<file path="src/pkg/swc_pkg.sv">
// Package for the sleep and wake-up controller: register map, fields, oscillator modes, wake causes, timing
package swc_pkg;

  // APB register byte offsets
  localparam logic [7:0] SWC_OFF_CTRL   = 8'h00;
  localparam logic [7:0] SWC_OFF_STATUS = 8'h04;
  localparam logic [7:0] SWC_OFF_IRQ    = 8'h08;
  localparam logic [7:0] SWC_OFF_WDOG   = 8'h0C;

  // Control register fields
  localparam int SWC_CTRL_GIE    = 0;
  localparam int SWC_CTRL_EXT_EN = 1;
  localparam int SWC_CTRL_PRT_EN = 2;
  localparam int SWC_CTRL_CMP_EN = 3;
  localparam int SWC_CTRL_WD_EN  = 4;
  localparam int SWC_CTRL_OSC_LO = 5;
  localparam int SWC_CTRL_OSC_HI = 6;

  // Status register fields
  localparam int SWC_ST_PD_N   = 0;
  localparam int SWC_ST_TO_N   = 1;
  localparam int SWC_ST_SLEEP  = 2;
  localparam int SWC_ST_CAUSE0 = 4;

  // Interrupt flag register: write one clears
  localparam int SWC_IRQ_EXT = 0;
  localparam int SWC_IRQ_PRT = 1;
  localparam int SWC_IRQ_CMP = 2;
  localparam int SWC_NUM_IRQ = 3;

  localparam logic [6:0] SWC_CTRL_RESET = 7'h00;

  // Interrupt vector address
  localparam logic [12:0] SWC_IRQ_VECTOR = 13'h0004;

  // Oscillator start-up: 1024 oscillator periods
  localparam int SWC_OST_TOSC        = 1024;
  localparam int SWC_CLK_PERIOD_NS   = 20;
  localparam int SWC_OSC_PERIOD_NS   = 20;
  localparam int SWC_OST_CYCLES      =
    (SWC_OST_TOSC * SWC_OSC_PERIOD_NS + SWC_CLK_PERIOD_NS - 1) / SWC_CLK_PERIOD_NS;
  localparam int SWC_WDOG_WIDTH      = 16;

  typedef enum logic [1:0]
  {
    SWC_OSC_LP,
    SWC_OSC_XT,
    SWC_OSC_HS,
    SWC_OSC_RC
  } swc_osc_mode_t;

  typedef enum logic [1:0]
  {
    SWC_CAUSE_NONE,
    SWC_CAUSE_MASTER_CLEAR_PIN,
    SWC_CAUSE_WDOG,
    SWC_CAUSE_IRQ
  } swc_cause_t;

  // Wake-up sources bundled together
  typedef struct packed
  {
    logic master_clear;
    logic wdog_timeout;
    logic irq_pending;
  } swc_wake_t;

  // Resume command to the core sequencer
  typedef struct packed
  {
    logic        resume;
    logic        do_vector;
    logic [12:0] vector;
  } swc_resume_t;

endpackage

</file>
<file path="src/core/swc_sleep_wakeup_controller.sv">
// Sleep and wake-up controller with APB register access
//
// Local design decisions: the address map and register access over APB.
`timescale 1ns/1ps

module swc_sleep_wakeup_controller
  import swc_pkg::*;
#(
  parameter int          WDOG_WIDTH = SWC_WDOG_WIDTH,
  parameter int          PIO_WIDTH  = 8,
  parameter int          PC_WIDTH   = 13,
  parameter int unsigned OST_CYCLES = SWC_OST_CYCLES
)
(
  input  wire logic                  pclk,
  input  wire logic                  presetn,
  input  wire logic                  clk_en,
  input  wire logic                  psel,
  input  wire logic                  penable,
  input  wire logic                  pwrite,
  input  wire logic [7:0]            paddr,
  input  wire logic [31:0]           pwdata,
  output logic      [31:0]           prdata,
  output logic                       pready,
  output logic                       pslverr,
  input  wire logic                  sleep_exec,
  input  wire logic                  clr_wdog_exec,
  input  wire logic [PC_WIDTH-1:0]   core_pc,
  input  wire logic                  master_clear_pin,
  input  wire logic                  external_edge_irq_pin,
  input  wire logic                  port_change_evt,
  input  wire logic                  comparator_evt,
  input  wire logic                  wdog_tick,
  input  wire logic [PIO_WIDTH-1:0]  pio_out_core,
  input  wire logic [PIO_WIDTH-1:0]  pio_oe_core,
  output logic      [PIO_WIDTH-1:0]  pio_out,
  output logic      [PIO_WIDTH-1:0]  pio_oe,
  output logic                       osc_drive_en,
  output logic                       core_clk_en,
  output logic                       core_reset_req,
  output logic                       master_clear_pin_o,
  output logic                       master_clear_pin_oe,
  output logic                       prefetch_req,
  output logic      [PC_WIDTH-1:0]   prefetch_addr,
  output logic                       wdog_reset_req,
  output swc_resume_t                resume_cmd
);

  typedef enum logic [1:0]
  {
    SWC_RUN,
    SWC_SLEEP,
    SWC_OST,
    SWC_RESUME
  } swc_state_t;

  swc_state_t                state_reg;
  swc_state_t                state_next;
  logic [6:0]                ctrl_reg;
  logic                      power_down_flag_n;
  logic                      timeout_flag_n;
  logic [SWC_NUM_IRQ-1:0]    irq_flag_reg;
  logic [WDOG_WIDTH-1:0]     watchdog_counter;
  logic                      ext_pin_reg;
  logic [PIO_WIDTH-1:0]      pio_out_reg;
  logic [PIO_WIDTH-1:0]      pio_oe_reg;
  logic [31:0]               ost_cnt_reg;
  swc_cause_t                cause_reg;
  logic                      gie_at_wake_reg;
  logic [PC_WIDTH-1:0]       prefetch_addr_reg;
  logic                      prefetch_req_reg;
  logic                      core_reset_reg;
  logic                      wdog_reset_reg;
  swc_resume_t               resume_reg;

  // Bus decode
  wire logic                 bus_access = psel & penable & clk_en;
  wire logic                 bus_wr     = bus_access & pwrite;
  wire logic                 hit_ctrl   = (paddr == SWC_OFF_CTRL);
  wire logic                 hit_status = (paddr == SWC_OFF_STATUS);
  wire logic                 hit_irq    = (paddr == SWC_OFF_IRQ);
  wire logic                 hit_wdog   = (paddr == SWC_OFF_WDOG);
  wire logic                 hit_any    = hit_ctrl | hit_status | hit_irq | hit_wdog;
  wire logic                 wr_ctrl    = bus_wr & hit_ctrl;
  wire logic                 wr_irq     = bus_wr & hit_irq;

  wire logic                 global_irq_enable        = ctrl_reg[SWC_CTRL_GIE];
  wire logic                 wd_enabled = ctrl_reg[SWC_CTRL_WD_EN];
  wire swc_osc_mode_t        osc_mode   =
    swc_osc_mode_t'(ctrl_reg[SWC_CTRL_OSC_HI:SWC_CTRL_OSC_LO]);
  wire logic [SWC_NUM_IRQ-1:0] irq_en   =
    ctrl_reg[SWC_CTRL_CMP_EN:SWC_CTRL_EXT_EN];

  wire logic ext_edge = external_edge_irq_pin & ~ext_pin_reg;
  wire logic [SWC_NUM_IRQ-1:0] irq_evt = {comparator_evt, port_change_evt, ext_edge};

  wire logic wdog_max     = &watchdog_counter;
  wire logic wdog_timeout = wd_enabled & wdog_tick & wdog_max;

  wire logic asleep = (state_reg != SWC_RUN);
  wire logic sleep_entry = (state_reg == SWC_RUN) & sleep_exec;

  wire swc_wake_t wake_src = '{
    master_clear: ~master_clear_pin,
    wdog_timeout: wdog_timeout,
    irq_pending:  |(irq_flag_reg & irq_en)
  };
  wire logic wake_req = wake_src.master_clear | wake_src.wdog_timeout | wake_src.irq_pending;
  wire logic is_rc    = (osc_mode == SWC_OSC_RC);

  always_comb
  begin
    state_next = state_reg;
    unique case (state_reg)
      SWC_RUN:
      begin
        if (sleep_exec)
          state_next = SWC_SLEEP;
      end
      SWC_SLEEP:
      begin
        // pending flag wakes; RC skips start-up
        if (wake_req)
          state_next = (is_rc || wake_src.master_clear) ? SWC_RESUME : SWC_OST;
      end
      SWC_OST:
      begin
        if (ost_cnt_reg >= OST_CYCLES - 1)
          state_next = SWC_RESUME;
      end
      SWC_RESUME:
        state_next = SWC_RUN;
    endcase
  end

  always_ff @(posedge pclk or negedge presetn)
  begin
    if (!presetn)
      state_reg <= SWC_RUN;
    else if (clk_en)
      state_reg <= state_next;
  end

  // Start-up counter only runs in the start-up state
  always_ff @(posedge pclk or negedge presetn)
  begin
    if (!presetn)
      ost_cnt_reg <= 32'h0000_0000;
    else if (clk_en)
      ost_cnt_reg <= (state_reg == SWC_OST) ? ost_cnt_reg + 32'h0000_0001 : 32'h0000_0000;
  end

  // Wake cause latched at the wake decision
  always_ff @(posedge pclk or negedge presetn)
  begin
    if (!presetn)
    begin
      cause_reg       <= SWC_CAUSE_NONE;
      gie_at_wake_reg <= 1'b0;
    end
    else if (clk_en && state_reg == SWC_SLEEP && wake_req)
    begin
      cause_reg <= wake_src.master_clear ? SWC_CAUSE_MASTER_CLEAR_PIN :
                   wake_src.wdog_timeout ? SWC_CAUSE_WDOG : SWC_CAUSE_IRQ;
      // global enable does not gate wake
      gie_at_wake_reg <= global_irq_enable;
    end
  end

  always_ff @(posedge pclk or negedge presetn)
  begin
    if (!presetn)
      ctrl_reg <= SWC_CTRL_RESET;
    else if (clk_en && wr_ctrl)
      ctrl_reg <= pwdata[6:0];
  end

  // Interrupt flags: event set wins over write-one clear
  genvar gi;
  generate
    for (gi = 0; gi < SWC_NUM_IRQ; gi++)
    begin : g_irq
      always_ff @(posedge pclk or negedge presetn)
      begin
        if (!presetn)
          irq_flag_reg[gi] <= 1'b0;
        else if (clk_en)
        begin
          if (irq_evt[gi])
            irq_flag_reg[gi] <= 1'b1;
          else if (wr_irq && pwdata[gi])
            irq_flag_reg[gi] <= 1'b0;
        end
      end
    end
  endgenerate

  always_ff @(posedge pclk or negedge presetn)
  begin
    if (!presetn)
      ext_pin_reg <= 1'b0;
    else if (clk_en)
      ext_pin_reg <= external_edge_irq_pin;
  end

  // Watchdog keeps counting asleep; cleared on entry, wake and clear instruction
  always_ff @(posedge pclk or negedge presetn)
  begin
    if (!presetn)
      watchdog_counter <= '0;
    else if (clk_en)
    begin
      if (sleep_entry || clr_wdog_exec || !wd_enabled)
        watchdog_counter <= '0;
      else if (state_reg == SWC_SLEEP && wake_req)
        watchdog_counter <= '0;
      else if (wdog_tick)
        watchdog_counter <= watchdog_counter + 1'b1;
    end
  end

  // Status flags; power-up reset sets both
  always_ff @(posedge pclk or negedge presetn)
  begin
    if (!presetn)
    begin
      power_down_flag_n <= 1'b1;
      timeout_flag_n    <= 1'b1;
    end
    else if (clk_en)
    begin
      if (sleep_entry || clr_wdog_exec)
      begin
        power_down_flag_n <= ~sleep_entry;
        timeout_flag_n    <= 1'b1;
      end
      else if (wdog_timeout)
        timeout_flag_n <= 1'b0;
    end
  end

  always_ff @(posedge pclk or negedge presetn)
  begin
    if (!presetn)
    begin
      pio_out_reg <= '0;
      pio_oe_reg  <= '0;
    end
    else if (clk_en && !asleep && !sleep_entry)
    begin
      pio_out_reg <= pio_out_core;
      pio_oe_reg  <= pio_oe_core;
    end
  end

  always_ff @(posedge pclk or negedge presetn)
  begin
    if (!presetn)
    begin
      prefetch_req_reg  <= 1'b0;
      prefetch_addr_reg <= '0;
    end
    else if (clk_en)
    begin
      prefetch_req_reg <= sleep_entry;
      if (sleep_entry)
        prefetch_addr_reg <= core_pc + 1'b1;
    end
  end

  // Resume and reset pulses toward the sequencer
  always_ff @(posedge pclk or negedge presetn)
  begin
    if (!presetn)
    begin
      core_reset_reg <= 1'b0;
      wdog_reset_reg <= 1'b0;
      resume_reg     <= '0;
    end
    else if (clk_en)
    begin
      core_reset_reg <= (state_reg == SWC_RESUME) && (cause_reg == SWC_CAUSE_MASTER_CLEAR_PIN);
      wdog_reset_reg <= !asleep && wdog_timeout;
      // resume, vector on an interrupt wake with global enable set
      resume_reg.resume    <= (state_reg == SWC_RESUME) && (cause_reg != SWC_CAUSE_MASTER_CLEAR_PIN);
      resume_reg.do_vector <= (state_reg == SWC_RESUME) && (cause_reg == SWC_CAUSE_IRQ)
                              && gie_at_wake_reg;
      resume_reg.vector    <= SWC_IRQ_VECTOR;
    end
  end

  // Register read mux
  wire logic [31:0] rd_status = {26'h0, cause_reg, 1'b0, asleep,
                                 timeout_flag_n, power_down_flag_n};
  wire logic [31:0] rd_data =
    hit_ctrl   ? {25'h0, ctrl_reg} :
    hit_status ? rd_status :
    hit_irq    ? {29'h0, irq_flag_reg} :
    hit_wdog   ? 32'(watchdog_counter) : 32'h0000_0000;

  always_ff @(posedge pclk or negedge presetn)
  begin
    if (!presetn)
      prdata <= 32'h0000_0000;
    else if (clk_en && psel && !penable && !pwrite)
      prdata <= rd_data;
  end

  assign pready  = 1'b1;
  assign pslverr = psel & penable & ~hit_any;

  assign osc_drive_en        = ~(state_reg == SWC_SLEEP);
  assign core_clk_en         = ~asleep;
  assign pio_out             = pio_out_reg;
  assign pio_oe              = pio_oe_reg;
  assign master_clear_pin_o  = 1'b0;
  assign master_clear_pin_oe = 1'b0;
  assign prefetch_req        = prefetch_req_reg;
  assign prefetch_addr       = prefetch_addr_reg;
  assign core_reset_req      = core_reset_reg;
  assign wdog_reset_req      = wdog_reset_reg;
  assign resume_cmd          = resume_reg;
endmodule

</file>
<file path="config.mk">
export PLATFORM = sky130hd
export DESIGN_NAME = swc_sleep_wakeup_controller
export DESIGN_NICKNAME = d
export VERILOG_FILES = /design/src/pkg/swc_pkg.sv /design/src/core/swc_sleep_wakeup_controller.sv
export SDC_FILE = /design/constraint.sdc
export NUM_CORES = 1
export LEC_CHECK = 0
export ABC_CLOCK_PERIOD_IN_PS = 3600
export BUFFER_PORTS_ARGS = -buffer_cell sky130_fd_sc_hd__buf_2
export CAP_MARGIN = 20
export CORE_MARGIN = 2
export CORE_UTILIZATION = 35
export CTS_CLUSTER_DIAMETER = 80
export CTS_CLUSTER_SIZE = 16
export DETAILED_ROUTE_END_ITERATION = 16
export HOLD_SLACK_MARGIN = 0.06
export SLEW_MARGIN = 20
export SYNTH_ARGS = -nofsm -noshare
export SYNTH_HDL_FRONTEND = slang
export SYNTH_SLANG_ARGS = --single-unit
</file>
<file path="constraint.sdc">
create_clock -name pclk -period 3.6 [get_ports pclk]
set_input_delay 0.18 -clock pclk [delete_from_list [all_inputs] [get_ports pclk]]
set_output_delay 0.18 -clock pclk [all_outputs]
set_load 0.01 [all_outputs]
</file>
* Yosys cells after proc, flatten, opt, wreduce, memory -nomap -nowiden
Index checks and enable logic that the tools add are counted.
** Operators by class
- Reductions and logical operators :: 43
- Shift operators :: 0
- Multiplexer cells :: 23
- Divide/modulo/power cells :: 0
- Eq/ne operators :: 13
- Add/subtract/negate cells :: 3
- $mul :: 0
- Magnitude comparators :: 1
- Bitwise logic cells :: 22
** Operators with widths (count)
- $mux W16 :: 7
- $add A32 B1 Y32 const B :: 1
- $ge A32 B10 Y1 const B :: 1
- $mux W32 :: 1
- $logic_and A1 B1 Y1 :: 17
- $add A16 B1 Y16 const B :: 1
- $eq A8 B4 Y1 const B :: 2
- $reduce_and A16 Y1 :: 1
- $reduce_and A2 Y1 :: 7
- $add A13 B1 Y13 const B :: 1
- $and A1 B1 Y1 :: 10
- $mux W1 :: 10
- $reduce_bool A2 Y1 :: 5
- $eq A2 B2 Y1 const B :: 4
- $eq A8 B3 Y1 const B :: 1
- $logic_not A8 Y1 :: 1
- $mux W2 :: 4
- $pmux W2 S4 :: 1
- $ne A2 B2 Y1 const B :: 3
- $not A1 Y1 :: 6
- $logic_not A1 Y1 :: 5
- $or A1 B1 Y1 :: 5
- $eq A2 B1 Y1 const B :: 2
- $reduce_and A4 Y1 :: 1
- 6 further kinds :: 8
** Storage, ports and cells
- Memories kept :: 0
- ROM bits :: 0
- Memory bits (writable) :: 0
- Output and inout bits :: 85
- Latch bits :: 0
- Register bits :: 133
- Logic and storage cells :: 127

* Longest topological paths before layout
Gate-level depths: netlist (run 1).
- Depth in word-level cells :: 7
- Mapped depth :: 8
- Depth with buffers taken out :: 7

* Worst setup path after synthesis (run 1)
Ideal clock, no wire load.
- Kind :: reg-to-reg
- Start :: register state_reg[0]
- End :: register pio_oe_reg[2] (netlist: pio_oe[2])
- Library setup time :: 125 ps
- Stages on the path, launching flop included :: 8
- Period minus slack after synthesis :: 1926 ps
- Path slack :: 1674 ps
- Required time :: 3475 ps
- Arrival :: 1802 ps
- Cell sequence :: dfrtp_1 > inv_1 > ha_1 > inv_1 > or3_1 > buf_2 > buf_2 > mux2_2
** On the way
- Word-level cells in the longest chain between the ends :: 4
** RTL lines
- start: declaration :: RTL line swc_sleep_wakeup_controller.sv:57 : swc_state_t state_reg;
- start signal: assignment :: RTL line swc_sleep_wakeup_controller.sv:141 : state_reg <= state_next;
- $logic_not A2 Y1 or $reduce_bool A2 Y1 (tied branches) :: RTL line swc_sleep_wakeup_controller.sv:101, swc_sleep_wakeup_controller.sv:100
- $and A1 B1 Y1 or $logic_not A1 Y1 (tied branches) :: RTL line swc_sleep_wakeup_controller.sv:101, swc_sleep_wakeup_controller.sv:249
- $logic_not A1 Y1 or $logic_and A1 B1 Y1 (tied branches) :: RTL line swc_sleep_wakeup_controller.sv:249 : else if (clk_en && !asleep && !sleep_entry)
- $logic_and A1 B1 Y1 (*) :: RTL line swc_sleep_wakeup_controller.sv:249
- end signal: assignment :: RTL line swc_sleep_wakeup_controller.sv:252 : pio_oe_reg <= pio_oe_core;
- end: declaration :: RTL line swc_sleep_wakeup_controller.sv:66 : logic [PIO_WIDTH-1:0] pio_oe_reg;
Every way passes the cells marked *; elsewhere a longest branch is shown, timed or not.
A chain may end at the register's enable or synchronous reset.

* Worst setup path in the final report (run 1)
- Start :: input clk_en
- End :: register irq_flag_reg[2]
** On the way
- Word-level cells in the longest chain between the ends :: 6
** RTL lines
- start: declaration :: RTL line swc_sleep_wakeup_controller.sv:17 : input wire logic clk_en,
- $and A1 B1 Y1 :: RTL line swc_sleep_wakeup_controller.sv:77 : wire logic bus_access = psel & penable & clk_en;
- $and A1 B1 Y1 :: RTL line swc_sleep_wakeup_controller.sv:78 : wire logic bus_wr = bus_access & pwrite;
- $and A1 B1 Y1 :: RTL line swc_sleep_wakeup_controller.sv:85 : wire logic wr_irq = bus_wr & hit_irq;
- $logic_and A1 B1 Y1 :: RTL line swc_sleep_wakeup_controller.sv:191 : else if (wr_irq && pwdata[gi])
- $reduce_bool A2 Y1 (no source line)
- $reduce_and A2 Y1 (no source line) (*)
- end signal: indexed assignment :: RTL line swc_sleep_wakeup_controller.sv:186 : irq_flag_reg[gi] <= 1'b0;
- end signal: indexed assignment :: RTL line swc_sleep_wakeup_controller.sv:190 : irq_flag_reg[gi] <= 1'b1;
- end signal: indexed assignment :: RTL line swc_sleep_wakeup_controller.sv:192 : irq_flag_reg[gi] <= 1'b0;
- end: declaration :: RTL line swc_sleep_wakeup_controller.sv:62 : logic [SWC_NUM_IRQ-1:0] irq_flag_reg;
Marks and branches as above.

==> results of run 1 <==
==> what timing repair did <==
action / in CTS / in global routing
hold buffers: 35 / 0
hold endpoints to repair: 79 / 0
resized for setup: 0 / 0
==> cell usage in the layout, fill, tap and decap left out, types with 5 or more instances in the layout <==
cell type and instances:
sky130_fd_sc_hd__a31o_2 5, sky130_fd_sc_hd__o21ai_0 38, sky130_fd_sc_hd__nor4_1 8, sky130_fd_sc_hd__nand3_1 31, sky130_fd_sc_hd__dlygate4sd3_1 35, sky130_fd_sc_hd__and4_1 9
sky130_fd_sc_hd__dfrtp_1 115, sky130_fd_sc_hd__a22oi_1 6, sky130_fd_sc_hd__xor2_1 8, sky130_fd_sc_hd__and3_1 7, sky130_fd_sc_hd__nor2_1 50, sky130_fd_sc_hd__or3_1 7
sky130_fd_sc_hd__nor3_1 18, sky130_fd_sc_hd__a22o_1 5, sky130_fd_sc_hd__clkbuf_16 17, sky130_fd_sc_hd__a21oi_1 11, sky130_fd_sc_hd__inv_1 24, sky130_fd_sc_hd__mux2_2 32
sky130_fd_sc_hd__nand4_1 13, sky130_fd_sc_hd__nand2_1 78, sky130_fd_sc_hd__buf_2 109, sky130_fd_sc_hd__xnor2_1 24, sky130_fd_sc_hd__clkinvlp_4 5, sky130_fd_sc_hd__ha_1 7
sky130_fd_sc_hd__o31ai_1 5, sky130_fd_sc_hd__conb_1 31
==> cell usage after synthesis (13+ instances only) <==
| master | n |
|---|---|
| sky130_fd_sc_hd__dfrtp_1 | 115 |
| sky130_fd_sc_hd__nand2_1 | 78 |
| sky130_fd_sc_hd__nor2_1 | 50 |
| sky130_fd_sc_hd__o21ai_0 | 38 |
| sky130_fd_sc_hd__buf_4 | 32 |
| sky130_fd_sc_hd__mux2_2 | 32 |
| sky130_fd_sc_hd__nand3_1 | 31 |
| sky130_fd_sc_hd__inv_1 | 24 |
| sky130_fd_sc_hd__xnor2_1 | 24 |
| sky130_fd_sc_hd__nor3_1 | 18 |
| sky130_fd_sc_hd__clkbuf_1 | 13 |
| sky130_fd_sc_hd__nand4_1 | 13 |
==> worst register-to-register path, delay by kind of cell (launching register included) <==
kind,cells,cell delay (ns)
flops,1,0.43
compound gates,2,0.87
fa+ha+maj,1,0.19
simple gates,3,0.67
==> metal layers <==
metal  share of wire  routed length [µm]  track usage  vias to the layer above
met3           0.040                 542      0.03891                       12
met2            0.47                6405       0.2472                      109
met5               0                   0            0                        -
met4          0.0088                 121      0.05382                        0
met1            0.48                6639       0.2113                     2341
li1                -                   -            -                     2394
==> power groups by stage <==
stage                     Combinational, mW  Sequential [mW]  Clock [mW]
after global routing                  0.985             1.69        1.77
after global placement                0.850             1.67           0
final                                 0.879             1.66        1.67
after detailed placement              0.861             1.68           0
after CTS                             0.894             1.66        1.72
after floorplan                       0.443             1.75           0
==> final cells by class <==
cell class,instances,share of cell area
Sequential cell,117,0.3828
Multi-Input combinational cell,447,0.3687
Timing Repair Buffer,149,0.1236
Clock buffer,18,0.05606
Tap cell,225,0.03678
Clock inverter,14,0.02027
Inverter,24,0.01177
==> per-stage QoR <==
stage	power, mW	util
CTS	4.267	0.4472
global route	4.444	0.4472
detailed placement	2.537	0.3926
floorplan	2.195	-
global placement	2.523	0.3926
finish	4.207	0.4472
==> cell families (layout without fill, tap and decap cells) <==
family	count (synthesis)	in the layout	share of synthesized area
flip-flops	117	117	0.4836
buffers and inverters	75	205	0.06855
adder cells (fa/ha/maj)	7	7	0.01445
multiplexers	34	34	0.06277
AND/OR/NAND/NOR	248	248	0.2174
AO/OA/AOI/OAI	95	95	0.1057
other	2	31	0.001239
XOR/XNOR	32	32	0.04625
==> final timing paths <==
kind / startpoint / endpoint / slack, ns / cells past startpoint
min in group asynchronous: presetn / prdata[2] / 0.33 / 2
min reg2reg: ext_pin_reg / irq_flag_reg[0] / 0.44 / 1
max reg2reg: watchdog_counter[0] / watchdog_counter[3] / 1.33 / 6
max: clk_en / irq_flag_reg[2] / 1.30 / 6
max in group asynchronous: presetn / ost_cnt_reg[25] / 2.47 / 3
min: wdog_tick / watchdog_counter[1] / 0.08 / 2
==> Flow_metrics.wiki, run 1 <==
{| class="wikitable"
! Metric !! Value
|-
| Synth top area cells || sky130_fd_sc_hd__dfrtp_1 47%, sky130_fd_sc_hd__mux2_2 5.9%, sky130_fd_sc_hd__nand2_1 4.8%, sky130_fd_sc_hd__buf_4 4.0%, sky130_fd_sc_hd__xnor2_1 3.5%
|-
| Power dissipated by switching net loads || 1.250 mW
|-
| Detail Route Antenna Nets || 0
|-
| Switching power as a share of total power || 0.2971
|-
| Drt via density || 4.885
|-
| CTS tree || built
|-
| Fill cell instance count of the final layout || 1,656
|-
| Number of global-route vias before repair || 4,742
|-
| Area after DPL || 6720 µm²
|-
| Delay of the slowest critical-path stage || 0.68 ns
|-
| DRC violation total after the first TritonRoute iteration || 202
|-
| RSZ-0062 raised after global routing || false
|-
| Warnings from Yosys || 0
|-
| Leftover overflow at the end of global routing || 0
|-
| Worst IR Drop VDD || 337.2 µV
|-
| Setup-violating endpoint count in the final report || 0
|-
| Share of power burned in the clock network || 0.397
|-
| Top-Level Pins || 167
|-
| Critical path type || primary input to flop
|-
| Crit path max fanout || 40
|-
| Post-synthesis sequential element count || 117
|-
| Aggregate routed wire length || 13,710 µm
|-
| Number of enable flip-flop cells after synthesis || 0
|-
| Worst slew slack as a fraction of its limit || 0.4931
|-
| Count of buffers inserted at the top-level ports || 110
|-
| Router iterations before antenna repair || 4
|-
| Die W || 135.6 µm
|-
| Maximum level of the CTS H-tree || 4
|-
| Final max-slew violation count || 0
|-
| Proportion of power drawn by flip-flops and latches || 0.394
|-
| Power density over cell area || 549.6 nW/µm²
|-
| Fraction of layout instances using a drive strength above 1 || 0.2601
|-
| Post-synthesis instance total || 610
|-
| Transition time at the pin with the least slew margin || 0.7604 ns
|-
| Core area || 17,120 µm²
|-
| Die area || 18,380 µm²
|-
| Final worst clock skew || 0.005516 ns
|-
| Post-synthesis average cell area || 9.934 µm²
|-
| Syn-to-layout area delta || 26.33%
|-
| Source-to-sink clock delay at the later pin of the worst-skew pair || 0.42 ns
|-
| Number of flip-flops in the largest register || 32
|-
| Critical path, cell by cell || buf_2 -> nand2_1 -> nor4b_1 -> nand2_1 -> a22o_1 -> dlygate4sd3_1
|-
| Minimum setup slack in the final design || 1.305 ns
|-
| Seq/Total Area, Yosys || 0.4836
|-
| Syn Std Cell Area || 6060 µm²
|-
| Hold Worst Slack || 0.08133 ns
|-
| Cell class contributing the biggest share of worst-path delay || buffers and inverters
|-
| Initial standard-cell utilization of the core || 0.3540
|-
| Multi-input gate area in the final layout || 2823 µm²
|-
| Fin crit period || 2.295 ns
|-
| Cell type with the largest total area after synthesis || sky130_fd_sc_hd__dfrtp_1
|-
| Nets || 845
|-
| Final setup TNS || 0 ns
|-
| Outcome || complete, no violations
|-
| Root buffer selected by CTS || sky130_fd_sc_hd__clkbuf_16
|-
| Post-route cell area || 7655 µm²
|-
| Sum of net half-perimeters after detailed placement || 9075 µm
|-
| Number of library cell types mapped by synthesis || 59
|-
| TritonCTS buffer count || 17
|-
| Hold crit path type || primary input to flop
|-
| Final routed DRC violation total || 0
|-
| Fraction of power consumed by combinational cells || 0.209
|-
| Pin count of the biggest net entering global routing || 69
|-
| Worst slack at placement || 1.346 ns
|-
| Post-layout instance count excluding filler cells || 994
|-
| Number of inserted diodes || 0
|-
| Critical-path cell with the highest stage delay || sky130_fd_sc_hd__nor4b_1
|-
| Placed cell count || 927
|-
| Max capacitance violation total || 0
|-
| Async S/R FF share, synth || 1.000
|-
| Initial antenna violation count || 0
|-
| Post-CTS repair timing setup buffer count || 0
|-
| Static Leakage || 3.506 nW
|-
| Drt wl/cell || 13.79 µm
|-
| Final Cycle Share || 0.6376
|-
| Clk slew on worst S/H paths || 0.06 ns
|-
| Clock sink count || 117
|-
| Most used cell along the critical path || sky130_fd_sc_hd__nand2_1
|-
| Peak clock frequency supported by timing || 0.4356 GHz
|-
| Wire length of the first global-routing pass || 22,980 µm
|-
| Final-report hold violation count || 0
|-
| Signal arrival time at the worst endpoint || 2.59 ns
|-
| Area fraction of the dominant cell type after synthesis || 0.4749
|-
| Buf/Inv on CP || 2
|-
| Flip-flop and latch area || 2930 µm²
|-
| Main synth FF type || sky130_fd_sc_hd__dfrtp_1
|-
| Height of the chip || 135.6 µm
|-
| Data required time at the worst endpoint || 3.90 ns
|-
| Internal power summed over all cells || 2.957 mW
|-
| Total via count in the routed design || 4,856
|-
| Buffers from clock root to sink, at most || 2
|-
| Cell Rows || 48
|-
| Gr usage total || 0.1570
|-
| CP startpoint kind || primary input
|-
| Weighted congestion at the end of routability-driven global placement || 0.7654
|-
| Worst setup EP type || flop
|}
No activity file was read; power rests on OpenSTA's default activity.
==> run 2, diff against run 1 <==
--- a/config.mk
+++ b/config.mk
@@ -5,7 +5,7 @@
 export SDC_FILE = /design/constraint.sdc
 export NUM_CORES = 1
 export LEC_CHECK = 0
-export ABC_CLOCK_PERIOD_IN_PS = 3600
+export ABC_CLOCK_PERIOD_IN_PS = 2400
 export BUFFER_PORTS_ARGS = -buffer_cell sky130_fd_sc_hd__buf_2
 export CAP_MARGIN = 20
 export CORE_MARGIN = 2
==> constraint.sdc (replaced) <==
create_clock -name pclk -period 2.4 [get_ports pclk]
set_input_delay 0.12 -clock pclk [delete_from_list [all_inputs] [get_ports pclk]]
set_output_delay 0.12 -clock pclk [all_outputs]
set_load 0.01 [all_outputs]
==> run 2 against run 1 <==
Against the previous run: combinational power rose by 55%; clock-buffer cell count rose by 4; register-to-register slack got worse by 1.1 ns; global-route usage rose by 0.77 points; clock skew rose by 0.0014 ns; flip-flop and latch count did not move; critical path type is now flop to flop.
==> Flow_metrics.wiki, run 2 (synthesized netlist as in run 1, its figures left out) <==
{| class="wikitable"
! Metric !! Value
|-
| Outcome || complete, no violations (unchanged)
|-
| Proportion of power drawn by flip-flops and latches || 0.393 (was 0.394)
|-
| Area after DPL || 6795 µm² (was 6720 µm²)
|-
| Worst setup EP type || flop (unchanged)
|-
| Final max-slew violation count || 0 (unchanged)
|-
| Top-Level Pins || 167 (unchanged)
|-
| Worst setup path end || pio_out[3] (was irq_flag_reg[2])
|-
| Fin crit period || 2.170 ns
|-
| Final setup TNS || 0 ns (unchanged)
|-
| Share of power burned in the clock network || 0.392 (was 0.397)
|-
| Reg-to-reg critical path endpoint || pio_out[3] (was watchdog_counter[3])
|-
| Number of cells on the worst reg-to-reg path || 5 (was 6)
|-
| Fraction of power consumed by combinational cells || 0.215 (was 0.209)
|-
| Internal power summed over all cells || 4.461 mW (was 2.957 mW)
|-
| Nets || 864 (was 845)
|-
| Drt wl/cell || 13.89 µm (was 13.79 µm)
|-
| Buffers from clock root to sink, at most || 2 (unchanged)
|-
| CTS tree || built (unchanged)
|-
| Final routed DRC violation total || 0 (unchanged)
|-
| Die area || 18,380 µm² (unchanged)
|-
| Crit path max fanout || 16 (was 40)
|-
| Initial standard-cell utilization of the core || 0.3540 (unchanged)
|-
| Sum of net half-perimeters after detailed placement || 9635 µm (was 9075 µm)
|-
| Clock sink count || 117 (unchanged)
|-
| RSZ-0062 raised after global routing || false (unchanged)
|-
| Hold crit path type || primary input to flop (unchanged)
|-
| Final-report hold violation count || 0 (unchanged)
|-
| Data required time at the worst endpoint || 2.69 ns (was 3.90 ns)
|-
| Post-CTS repair timing setup buffer count || 0 (unchanged)
|-
| Fill cell instance count of the final layout || 1,605 (was 1,656)
|-
| Transition time at the pin with the least slew margin || 0.7291 ns (was 0.7604 ns)
|-
| Router iterations before antenna repair || 5 (was 4)
|-
| Total via count in the routed design || 4,928 (was 4,856)
|-
| Switching power as a share of total power || 0.2952 (was 0.2971)
|-
| Final worst clock skew || 0.006953 ns (was 0.005516 ns)
|-
| Clk slew on worst S/H paths || 0.06 ns (about the same)
|-
| Syn-to-layout area delta || 29.01% (was 26.33%)
|-
| Number of flip-flops in the largest register || 32 (unchanged)
|-
| Setup-violating endpoint count in the final report || 0 (unchanged)
|-
| Most frequent standard cell in the layout excluding fill and tap cells || sky130_fd_sc_hd__dfrtp_1 (unchanged)
|-
| Power dissipated by switching net loads || 1.868 mW (was 1.250 mW)
|-
| Weighted congestion at the end of routability-driven global placement || 0.7731 (was 0.7654)
|-
| Worst setup path start || state_reg[0] (was clk_en)
|-
| Max capacitance violation total || 0 (unchanged)
|-
| Final Cycle Share || 0.9042
|-
| Root buffer selected by CTS || sky130_fd_sc_hd__clkbuf_16 (unchanged)
|-
| Count of buffers inserted at the top-level ports || 110 (unchanged)
|-
| Commonest cells after routing, fill and taps aside || 115 x sky130_fd_sc_hd__dfrtp_1, 109 x sky130_fd_sc_hd__buf_2, 78 x sky130_fd_sc_hd__nand2_1 (unchanged)
|-
| Worst IR Drop VDD || 613.4 µV (was 337.2 µV)
|-
| CP startpoint kind || flop (was primary input)
|-
| Wire length of the first global-routing pass || 24,110 µm (was 22,980 µm)
|-
| Initial antenna violation count || 0 (unchanged)
|-
| Pin count of the biggest net entering global routing || 49 (was 69)
|-
| Cell Rows || 48 (unchanged)
|-
| Drt via density || 4.865 (was 4.885)
|-
| Multi-input gate area in the final layout || 2823 µm² (unchanged)
|-
| Fraction of layout instances using a drive strength above 1 || 0.2665 (was 0.2601)
|-
| Static Leakage || 3.590 nW (was 3.506 nW)
|-
| DRC violation total after the first TritonRoute iteration || 165 (was 202)
|-
| Number of inserted diodes || 0 (unchanged)
|-
| Critical path type || flop to flop (was primary input to flop)
|-
| Signal arrival time at the worst endpoint || 2.46 ns (was 2.59 ns)
|-
| TritonCTS buffer count || 17 (unchanged)
|-
| Detail Route Antenna Nets || 0 (unchanged)
|-
| Post-route cell area || 7818 µm² (was 7655 µm²)
|-
| Maximum level of the CTS H-tree || 4 (unchanged)
|-
| Die W || 135.6 µm (unchanged)
|-
| Aggregate routed wire length || 14,080 µm (was 13,710 µm)
|-
| Peak clock frequency supported by timing || 0.4608 GHz
|-
| Core area || 17,120 µm² (unchanged)
|-
| Launch instance of the worst register-to-register path || state_reg[0] (was watchdog_counter[0])
|-
| Leftover overflow at the end of global routing || 0 (unchanged)
|-
| Source-to-sink clock delay at the later pin of the worst-skew pair || 0.41 ns (was 0.42 ns)
|-
| Flip-flop and latch area || 2930 µm² (unchanged)
|-
| Hold Worst Slack || 0.07112 ns (was 0.08133 ns)
|-
| Worst slew slack as a fraction of its limit || 0.5139 (was 0.4931)
|-
| Number of global-route vias before repair || 4,956 (was 4,742)
|-
| Gr usage total || 0.1646 (was 0.1570)
|-
| Height of the chip || 135.6 µm (unchanged)
|-
| Power density over cell area || 809.6 nW/µm² (was 549.6 nW/µm²)
|-
| Setup slack of the most critical reg-to-reg path || 0.23 ns (was 1.33 ns)
|-
| Hold path cells || 3 (was 2)
|}
==> run 2: layout make-up <==
cell class | count | share of cell area
clock buffers | 22 | 0.06194
clock inverters | 10 | 0.01248
inverters | 24 | 0.01152
multi-input cells | 447 | 0.3611
flip-flops and latches | 117 | 0.3748
well taps | 225 | 0.03601
repair buffers | 168 | 0.1421
==> run 2: worst min-delay path by stage <==
stage	startpoint	endpoint
after floorplan	presetn	cause_reg[0]
after global placement	presetn	prdata[0]
after detailed placement	presetn	prdata[0]
after CTS	core_pc[9]	prefetch_addr[9]
after global routing	core_pc[1]	prefetch_addr[1]
final	core_pc[9]	prefetch_addr[9]
==> run 2: layer usage <==
metal  global-route usage  vias up  share of wire
met5                    0        -              0
met4              0.05556        0          0.014
met3              0.04078       13          0.043
met2               0.2668      125           0.47
met1               0.2156     2354           0.47
li1                     -     2436              -
==> run 2: power groups by stage <==
stage                     registers (mW)  logic (mW)  clock network [mW]
after floorplan                     2.63       0.665                   0
after global placement              2.51        1.29                   0
after detailed placement            2.52        1.31                   0
after CTS                           2.48        1.38                2.54
after global routing                2.53        1.53                2.63
final                               2.48        1.36                2.48
==> run 2: worst max-delay path, stage by stage, from the launching register on <==
cell	delay, ns
sky130_fd_sc_hd__dfrtp_1	0.43
sky130_fd_sc_hd__inv_1	0.10
sky130_fd_sc_hd__ha_1	0.32
sky130_fd_sc_hd__inv_1	0.12
sky130_fd_sc_hd__or3_1	0.68
sky130_fd_sc_hd__mux2_2	0.40
==> run 2: what timing repair did <==
action | 4_1_cts | 5_1_grt
hold endpoints to repair | 123 | 0
hold buffers | 44 | 0
resized for setup | 0 | 0
==> run 2: through the flow <==
| step | cells | worst slack [ns] | utilization | power (mW) |
|---|---|---|---|---|
| 3_5_place_dp | 937 | 0.1975 | 0.3970 | 3.830 |
| 5_1_grt | 1013 | 0.08244 | 0.4567 | 6.695 |
| 2_1_floorplan | 639 | 0.4738 | - | 3.293 |
| 6_report | 1013 | 0.2299 | 0.4567 | 6.329 |
| 4_1_cts | 1013 | 0.1947 | 0.4567 | 6.402 |
| 3_3_place_gp | 937 | 0.2681 | 0.3970 | 3.798 |
